==> config.mk <==
export PLATFORM = sky130hd
export DESIGN_NAME = svcp_top
export DESIGN_NICKNAME = d
export VERILOG_FILES = /design/src/svcp_pkg.sv /design/src/svcp_top.sv
export SDC_FILE = /design/constraint.sdc
export NUM_CORES = 1
export LEC_CHECK = 0
export BUFFER_PORTS_ARGS = -buffer_cell sky130_fd_sc_hd__buf_2
export CORE_AREA = 2 2 128 130
export CTS_CLUSTER_DIAMETER = 120
export CTS_CLUSTER_SIZE = 40
export DETAILED_ROUTE_END_ITERATION = 16
export DIE_AREA = 0 0 130 132
export HOLD_SLACK_MARGIN = 0.06
export PLACE_DENSITY = 0.4
export SETUP_SLACK_MARGIN = 0.1
export SLEW_MARGIN = 20
export SYNTH_ARGS = -nofsm -noshare
export SYNTH_HDL_FRONTEND = slang
export SYNTH_SLANG_ARGS = --single-unit
==> constraint.sdc <==
create_clock -name clk_in -period 3.67 [get_ports clk_in]
set_input_delay 0.5505 -clock clk_in [delete_from_list [all_inputs] [get_ports clk_in]]
set_output_delay 0.5505 -clock clk_in [all_outputs]
set_load 0.01 [all_outputs]
==> src/svcp_pkg.sv <==
// Shared constants and types of the bus-programmed divider code block.
package svcp_pkg;

  // Hardwired slave address and direction-bit values.
  localparam logic [6:0] SLAVE_ADDR = 7'h71;
  localparam logic DIR_WRITE = 1'b0;
  localparam logic DIR_READ = 1'b1;

  // Command encodings on the top three bits of the command byte.
  localparam logic [2:0] CMD_ON = 3'h0;
  localparam logic [2:0] CMD_SETUP = 3'h1;
  localparam logic [2:0] CMD_READ = 3'h2;
  localparam logic [2:0] CMD_OFF = 3'h3;

  // Byte positions inside one transfer.
  localparam logic [1:0] BYTE_ADDR = 2'h0;
  localparam logic [1:0] BYTE_CMD = 2'h1;
  localparam logic [1:0] BYTE_DATA0 = 2'h2;
  localparam logic [1:0] BYTE_DATA1 = 2'h3;

  // Divider code layout inside a data byte and its reset value.
  localparam int CODE_W = 5;
  localparam int CODE_LSB = 3;
  localparam int STATUS_BIT = 2;
  localparam logic [4:0] CODE_RESET = 5'h1f;
  localparam logic [3:0] BITS_PER_BYTE = 4'h8;

  // Power-good low pulse.
  localparam int PG_LOW_NS = 50000;
  localparam int CLK_PERIOD_NS = 10;
  localparam int PG_LOW_CYCLES = PG_LOW_NS / CLK_PERIOD_NS;
  localparam int PG_CNT_W = 16;

  // Bus interface states.
  typedef enum logic [4:0] {
    ST_IDLE = 5'h01,
    ST_RX = 5'h02,
    ST_ACK = 5'h04,
    ST_TX = 5'h08,
    ST_MACK = 5'h10
  } svcp_state_t;

  // Pin levels sampled together.
  typedef struct packed {
    logic scl;
    logic sda;
    logic ge;
    logic sel;
  } svcp_pins_t;

  // Bus events found from the sampled pins.
  typedef struct packed {
    logic start;
    logic stop;
    logic rise;
    logic fall;
  } svcp_bus_ev_t;

endpackage

==> src/svcp_top.sv <==
// Bus slave, command decoder, code registers and converter control of the divider block.
//
// Functional notes
// - Answer only slave address 1110001 (E2H with direction bit).
// - Direction bit low means host writes, high means host reads.
// - Decode only top three command bits; ignore undefined combinations.
// - 000 On, 011 Off, 001 Setup as writes; 010 readback as read.
// - Wrong address: no acknowledge, idle until next start condition.
// - Matching address: hold SDA low for the following clock period; a read address is acknowledged only while a readback command is pending.
// - Sample SDA on rising SCL, change driven SDA on falling SCL.
// - Acknowledge command and data of all writes; store data only on Setup.
// - Setup: first data byte to code register 0, second to register 1.
// - Top five bits of each data byte form the code; rest dropped.
// - After final data acknowledge, go idle and wait for a start.
// - Readback: repeated start, read address acknowledged, send register 0 then 1.
// - Send second byte only after host acknowledge of first; then idle.
// - Read byte: code on top, converter-off status next, two zeros.
// - Ignore On commands until a Setup has loaded the registers.
// - Bus-on rises after two On commands with no other own command between.
// - Bus-on falls after two Off commands with no other own command between.
// - On and Off never change either code register.
// - Setup cannot change codes while bus-on and global enable are high.
// - Active divider code is the register chosen by the select input.
// - Select high picks register 1, low picks register 0.
// - Converter-off is NAND of enable and bus-on; high holds controls low.
// - Reset: codes all ones, bus idle, converter-off forced high.
// - Power-good low pulse of 50 us on converter-off fall or select toggle.
`timescale 1ns/100ps
module svcp_top
  import svcp_pkg::*;
#(
  parameter int PG_CYCLES = PG_LOW_CYCLES
) (
  // Clock, reset and enable
  input wire logic clk_in,
  input wire logic srst_in,
  input wire logic ce_in,
  // Serial bus pins
  input wire logic scl_in,
  input wire logic sda_in,
  output logic sda_out,
  output logic sda_oe_out,
  // Converter control pins
  input wire logic global_enable_input_in,
  input wire logic select_in,
  output logic [4:0] divider_code_bits_out,
  output logic converter_off_status_out,
  output logic bus_on_state_out,
  output logic conv_ctrl_out,
  output logic conv_ctrl_oe_out,
  output logic power_good_output_out,
  output logic power_good_output_oe_out
);

  if (PG_CYCLES < 1 || PG_CYCLES > 65535) begin : g_chk
    $error("PG_CYCLES must lie between 1 and 65535.");
  end

  // Builds a readback byte from a code and the converter-off status.
  function automatic logic [7:0] read_byte(input logic [4:0] code, input logic off);
    read_byte = {code, off, 2'b00};
  endfunction

  // Two-stage synchronisers plus one delay stage for edge finding.
  svcp_pins_t sync1_reg, sync2_reg, sync3_reg;
  svcp_bus_ev_t ev;

  always_ff @(posedge clk_in) begin
    if (srst_in) begin
      sync1_reg <= '{scl: 1'b1, sda: 1'b1, ge: 1'b0, sel: 1'b0};
      sync2_reg <= '{scl: 1'b1, sda: 1'b1, ge: 1'b0, sel: 1'b0};
      sync3_reg <= '{scl: 1'b1, sda: 1'b1, ge: 1'b0, sel: 1'b0};
    end else if (ce_in) begin
      sync1_reg <= '{scl: scl_in, sda: sda_in, ge: global_enable_input_in, sel: select_in};
      sync2_reg <= sync1_reg;
      sync3_reg <= sync2_reg;
    end
  end

  always_comb begin
    ev.start = sync3_reg.scl & sync2_reg.scl & sync3_reg.sda & ~sync2_reg.sda;
    ev.stop = sync3_reg.scl & sync2_reg.scl & ~sync3_reg.sda & sync2_reg.sda;
    ev.rise = ~sync3_reg.scl & sync2_reg.scl;
    ev.fall = sync3_reg.scl & ~sync2_reg.scl;
  end

  // Bus interface and command state.
  svcp_state_t state_reg, state_next;
  logic [7:0] shift_reg, shift_next;
  logic [7:0] tx_reg, tx_next;
  logic [7:0] data0_reg, data0_next;
  logic [3:0] bitcnt_reg, bitcnt_next;
  logic [1:0] byte_reg, byte_next;
  logic [2:0] cmd_reg, cmd_next;
  logic rd_pend_reg, rd_pend_next;
  logic rd_mode_reg, rd_mode_next;
  logic tx_second_reg, tx_second_next;
  logic host_ack_reg, host_ack_next;
  logic sda_oe_reg, sda_oe_next;
  logic [4:0] code0_reg, code0_next;
  logic [4:0] code1_reg, code1_next;
  logic setup_done_reg, setup_done_next;
  logic bus_on_reg, bus_on_next;
  logic on_pend_reg, on_pend_next;
  logic off_pend_reg, off_pend_next;
  logic off_reg;

  always_comb begin
    state_next = state_reg;
    shift_next = shift_reg;
    tx_next = tx_reg;
    data0_next = data0_reg;
    bitcnt_next = bitcnt_reg;
    byte_next = byte_reg;
    cmd_next = cmd_reg;
    rd_pend_next = rd_pend_reg;
    rd_mode_next = rd_mode_reg;
    tx_second_next = tx_second_reg;
    host_ack_next = host_ack_reg;
    sda_oe_next = sda_oe_reg;
    code0_next = code0_reg;
    code1_next = code1_reg;
    setup_done_next = setup_done_reg;
    bus_on_next = bus_on_reg;
    on_pend_next = on_pend_reg;
    off_pend_next = off_pend_reg;
    if (ev.start) begin
      // A start abandons anything in progress; nothing is committed mid-way.
      state_next = ST_RX;
      bitcnt_next = 4'h0;
      byte_next = BYTE_ADDR;
      sda_oe_next = 1'b0;
    end else if (ev.stop) begin
      state_next = ST_IDLE;
      sda_oe_next = 1'b0;
      rd_pend_next = 1'b0;
    end else begin
      unique case (state_reg)
        ST_IDLE: begin
          sda_oe_next = 1'b0;
        end
        ST_RX: begin
          if (ev.rise && bitcnt_reg != BITS_PER_BYTE) begin
            shift_next = {shift_reg[6:0], sync2_reg.sda};
            bitcnt_next = bitcnt_reg + 4'h1;
          end else if (ev.fall && bitcnt_reg == BITS_PER_BYTE) begin
            state_next = ST_IDLE;
            unique case (byte_reg)
              BYTE_ADDR: begin
                if (shift_reg[7:1] == SLAVE_ADDR) begin
                  if (shift_reg[0] == DIR_WRITE) begin
                    state_next = ST_ACK;
                    rd_mode_next = 1'b0;
                    rd_pend_next = 1'b0;
                  end else if (rd_pend_reg) begin
                    state_next = ST_ACK;
                    rd_mode_next = 1'b1;
                    rd_pend_next = 1'b0;
                    on_pend_next = 1'b0;
                    off_pend_next = 1'b0;
                  end
                end
              end
              BYTE_CMD: begin
                cmd_next = shift_reg[7:5];
                if (shift_reg[7:5] == CMD_ON || shift_reg[7:5] == CMD_OFF
                    || shift_reg[7:5] == CMD_SETUP || shift_reg[7:5] == CMD_READ) begin
                  state_next = ST_ACK;
                end
              end
              BYTE_DATA0: begin
                data0_next = shift_reg;
                state_next = ST_ACK;
              end
              default: begin
                state_next = ST_ACK;
              end
            endcase
            sda_oe_next = (state_next == ST_ACK);
          end
        end
        ST_ACK: begin
          if (ev.fall) begin
            sda_oe_next = 1'b0;
            bitcnt_next = 4'h0;
            state_next = ST_RX;
            if (rd_mode_reg) begin
              tx_next = read_byte(code0_reg, off_reg);
              tx_second_next = 1'b0;
              sda_oe_next = ~tx_next[7];
              state_next = ST_TX;
            end else if (byte_reg == BYTE_CMD && cmd_reg == CMD_READ) begin
              rd_pend_next = 1'b1;
              state_next = ST_IDLE;
            end else if (byte_reg == BYTE_DATA1) begin
              state_next = ST_IDLE;
              unique case (cmd_reg)
                CMD_SETUP: begin
                  if (!(bus_on_reg && sync2_reg.ge)) begin
                    code0_next = data0_reg[CODE_LSB +: CODE_W];
                    code1_next = shift_reg[CODE_LSB +: CODE_W];
                    setup_done_next = 1'b1;
                  end
                  on_pend_next = 1'b0;
                  off_pend_next = 1'b0;
                end
                CMD_ON: begin
                  if (setup_done_reg) begin
                    off_pend_next = 1'b0;
                    on_pend_next = ~on_pend_reg;
                    if (on_pend_reg) begin
                      bus_on_next = 1'b1;
                    end
                  end
                end
                CMD_OFF: begin
                  on_pend_next = 1'b0;
                  off_pend_next = ~off_pend_reg;
                  if (off_pend_reg) begin
                    bus_on_next = 1'b0;
                  end
                end
                default: begin
                  on_pend_next = 1'b0;
                  off_pend_next = 1'b0;
                end
              endcase
            end else begin
              byte_next = byte_reg + 2'h1;
            end
          end
        end
        ST_TX: begin
          if (ev.rise) begin
            bitcnt_next = bitcnt_reg + 4'h1;
          end else if (ev.fall) begin
            if (bitcnt_reg == BITS_PER_BYTE) begin
              sda_oe_next = 1'b0;
              state_next = ST_MACK;
            end else begin
              tx_next = {tx_reg[6:0], 1'b0};
              sda_oe_next = ~tx_reg[6];
            end
          end
        end
        default: begin
          if (ev.rise) begin
            host_ack_next = ~sync2_reg.sda;
          end else if (ev.fall) begin
            if (host_ack_reg && !tx_second_reg) begin
              tx_next = read_byte(code1_reg, off_reg);
              tx_second_next = 1'b1;
              bitcnt_next = 4'h0;
              sda_oe_next = ~tx_next[7];
              state_next = ST_TX;
            end else begin
              state_next = ST_IDLE;
            end
          end
        end
      endcase
    end
  end

  always_ff @(posedge clk_in) begin
    if (srst_in) begin
      state_reg <= ST_IDLE;
      shift_reg <= 8'h00;
      tx_reg <= 8'h00;
      data0_reg <= 8'h00;
      bitcnt_reg <= 4'h0;
      byte_reg <= BYTE_ADDR;
      cmd_reg <= CMD_ON;
      rd_pend_reg <= 1'b0;
      rd_mode_reg <= 1'b0;
      tx_second_reg <= 1'b0;
      host_ack_reg <= 1'b0;
      sda_oe_reg <= 1'b0;
      code0_reg <= CODE_RESET;
      code1_reg <= CODE_RESET;
      setup_done_reg <= 1'b0;
      bus_on_reg <= 1'b0;
      on_pend_reg <= 1'b0;
      off_pend_reg <= 1'b0;
    end else if (ce_in) begin
      state_reg <= state_next;
      shift_reg <= shift_next;
      tx_reg <= tx_next;
      data0_reg <= data0_next;
      bitcnt_reg <= bitcnt_next;
      byte_reg <= byte_next;
      cmd_reg <= cmd_next;
      rd_pend_reg <= rd_pend_next;
      rd_mode_reg <= rd_mode_next;
      tx_second_reg <= tx_second_next;
      host_ack_reg <= host_ack_next;
      sda_oe_reg <= sda_oe_next;
      code0_reg <= code0_next;
      code1_reg <= code1_next;
      setup_done_reg <= setup_done_next;
      bus_on_reg <= bus_on_next;
      on_pend_reg <= on_pend_next;
      off_pend_reg <= off_pend_next;
    end
  end

  // Converter control, power-good timer and active code.
  logic off_next;
  logic sel_prev_reg, sel_prev_next;
  logic [PG_CNT_W-1:0] pg_cnt_reg, pg_cnt_next;
  logic pg_low_reg, pg_low_next;
  logic [4:0] code_out_reg, code_out_next;
  logic trigger;

  always_comb begin
    off_next = ~(sync2_reg.ge & bus_on_reg);
    sel_prev_next = sync2_reg.sel;
    trigger = (off_reg & ~off_next) | (sel_prev_reg ^ sync2_reg.sel);
    if (trigger) begin
      pg_cnt_next = PG_CNT_W'(PG_CYCLES - 1);
    end else if (pg_cnt_reg != '0) begin
      pg_cnt_next = pg_cnt_reg - 1'b1;
    end else begin
      pg_cnt_next = pg_cnt_reg;
    end
    pg_low_next = off_next | trigger | (pg_cnt_reg > 1);
    code_out_next = sync2_reg.sel ? code1_reg : code0_reg;
  end

  always_ff @(posedge clk_in) begin
    if (srst_in) begin
      off_reg <= 1'b1;
      sel_prev_reg <= 1'b0;
      pg_cnt_reg <= '0;
      pg_low_reg <= 1'b1;
      code_out_reg <= CODE_RESET;
    end else if (ce_in) begin
      off_reg <= off_next;
      sel_prev_reg <= sel_prev_next;
      pg_cnt_reg <= pg_cnt_next;
      pg_low_reg <= pg_low_next;
      code_out_reg <= code_out_next;
    end
  end

  // Open-drain pins drive only low; the enables carry the behaviour.
  always_comb begin
    sda_out = 1'b0;
    conv_ctrl_out = 1'b0;
    power_good_output_out = 1'b0;
  end

  assign sda_oe_out = sda_oe_reg;
  assign divider_code_bits_out = code_out_reg;
  assign converter_off_status_out = off_reg;
  assign bus_on_state_out = bus_on_reg;
  assign conv_ctrl_oe_out = off_reg;
  assign power_good_output_oe_out = pg_low_reg;

endmodule

==> run_results.csv <==
group,metric,value,unit
global_route,grt_overflow,0,
place,io_buffers,16,
synth,ys_async_sr_fraction,0,%
global_route,grt_pass1_wl,21.6,mm
synth,yosys-mux-area-fraction,10.1,%
die,die-width,130,um
drt,avgRoutedWirePerCell,17.4,um
global_route,grt_pass1_vias,3897,
die,initial_core_util,29.7,%
setup_path,cpPeakStageDelay,740,ps
drt,postRouteAntennaNets,0,
place,gp_congestion,0.942,
final_layout,final_common_cell,"dfxtp_1",
outcome,status,"finished, final reports clean",
setup_path,worstSetupPathType,"reg2reg",
clock_network,clock_latency,350,ps
synth,synth_edf_count,0,
clock_network,ctsHoldBuffers,0,
power_and_ir_drop,pwr_density_cell,513,mW/mm^2
timing,clock_skew,8.70,ps
synth,syn_area_per_cell,8.51,sq um
synth,ys.warnings.count,0,
power_and_ir_drop,finalPower,2.69,mW
synth,synth_cells,549,
timing,timing.final.crit_share,73.1,%
drt,dr.pass1.iters,5,
job,maxCapViolCount,0,
clock_network,root_buffer,"clkbuf_16",
setup_path,worstPathRequired,3950,ps
timing,final_hold_viol_count,0,
synth,synthSimpleGateAreaFrac,22.6,%
synth,yosysUniqueCellTypes,69,
clock_network,postCtsSetupBuffers,0,
drt,drt_wl_total,13.4,mm
drt,vias,4130,
clock_network,cts_sinks,85,
synth,synth_fa_ha_area_share,2.95,%
die,die_area,0.0172,sq mm
drt,drc,0,
setup_path,cp_slowest_cell,"dfxtp_1",
global_route,antenna_found_initial,0,
place,post-place-ws,991,ps
setup_path,critical_path_arrival,2960,ps
final_layout,diodes,0,
die,rows,46,
clock_network,htree_levels,3,
setup_path,crit_chain,"nand3b_1, a2111oi_0, o2111ai_1, a221oi_1, mux2i_1",
final_layout,fill_cells,1646,
global_route,grt_use_total,16.2,%
synth,synthesis.area,0.00467,sq mm
setup_path,end_kind,"flip-flop",
timing,setup_viol,0,
clock_network,cts_resized,0,
die,pin_count,20,
drt,vias_per_cell,5.35,
die,die_y,132,um
die,coreArea,0.0157,sq mm
final_layout,final_cell_mix,"dfxtp_1, nand2_1, mux2i_1",
clock_network,clk_path_buf_depth,2,
place,dp_hpwl,9.84,mm
timing,drv_slew,0,
timing,fmax,0.373,GHz
final_layout,nNetsFinal,569,
final_layout,drive_above_1_share,11.5,%
synth,synth_compound_area_share,20.8,%
synth,ys_seq_area_share,36.4,%
hold_path,hold_class,"in2reg",
synth,ys_ff_latch,85,
clock_network,cts_tree,"done",
power_and_ir_drop,irDropWorstVdd,0.199,mV
final_layout,largest_reg_flops,16,
timing,finalCriticalPeriod,2680,ps
timing,rsz0062_at_grt,"no",
drt,dr.first_iter.drc_count,311,
synth,synthFlopType,"dfxtp_1",
timing,layout_setup_ws,988,ps
clock_network,cts-buffers-inserted,9,
setup_path,cp_max_fo,19,
timing,max-slew-margin-rel,36.1,%
synth,synth_top_family_by_area,"simple AND/OR/NAND/NOR gates",
setup_path,crit_path_start_kind,"flip-flop",
power_and_ir_drop,power_leakage,1.91,nW
clock_network,clk_pin_slew,70,ps
global_route,grt_max_degree,37,
timing,tightest_slew,953,ps
timing,tns,0,ps
synth,synth_xor_area_share,1.69,%
final_layout,syn2layout_area_growth,12.1,%
==> Yosys cell counts (11+ instances only) <==
cell	instances	share of area (%)
dfxtp_1	85	36
nand2_1	50	4.0
mux2i_1	46	9.9
nor2_1	44	3.5
a21oi_1	31	3.3
inv_1	21	1.7
clkbuf_1	20	1.6
o21ai_0	20	2.1
o31ai_1	17	2.7
nor3_1	15	1.6
nand4_1	14	1.9
ha_1	11	2.9
==> kinds of logic after synthesis <==
kind of cell	after synthesis
buffers and inverters	58
DFF	85
AOI/OAI and AO/OA	139
muxes	47
xor gates and xnor gates	9
adders and majority gates	11
other	1
and+or+nand+nor	199
==> layout make-up <==
class                           count  area, sq um  share of cell area, %
Inverter                           22         82.6                   1.58
Tap cell                          216          270                   5.16
Multi-Input combinational cell    408         2730                   52.1
Clock buffer                        9          225                   4.30
Clock inverter                      7         81.3                   1.55
Sequential cell                    85         1700                   32.5
Timing Repair Buffer               25          148                   2.82
==> per-stage QoR <==
step,hold WS [ps],cell area (sq um),util [%],instances
final,420,5240,33.3,772
after global routing,433,5240,33.3,772
after CTS,409,5240,33.3,772
after detailed placement,459,4930,31.4,756
after global placement,455,4930,31.4,756
after floorplan,441,4680,-,551
==> worst paths after layout <==
path                     start            to  slack [ps]  depth (start not counted)
hold / removal          sda_in  sync1_reg[2]         420                          3
setup reg to reg  state_reg[1]  off_pend_reg         990                          5
setup / recovery  state_reg[1]  off_pend_reg         990                          5
hold reg to reg   data0_reg[5]  code0_reg[2]         470                          2
==> worst max-delay path, delay by kind of cell (launching register included) <==
| family | cells | cell delay (ps) |
|---|---|---|
| AOI/OAI and AO/OA | 3 | 1500 |
| DFF | 1 | 740 |
| muxes | 1 | 250 |
| and+or+nand+nor | 1 | 130 |
==> power breakdown <==
part           switching [mW]  internal, mW  leakage (nW)
clock network           0.407         0.537         0.152
registers              0.0883          1.00         0.689
logic                   0.395         0.256          1.07
==> routing by layer <==
layer	up-vias	wire (um)	global-route usage, %
li1	2038	-	-
met1	1956	6170	21.4
met2	108	6260	25.5
met3	28	543	2.84
met4	0	466	7.53
met5	-	0	0
No activity file was read; power rests on OpenSTA's default activity.
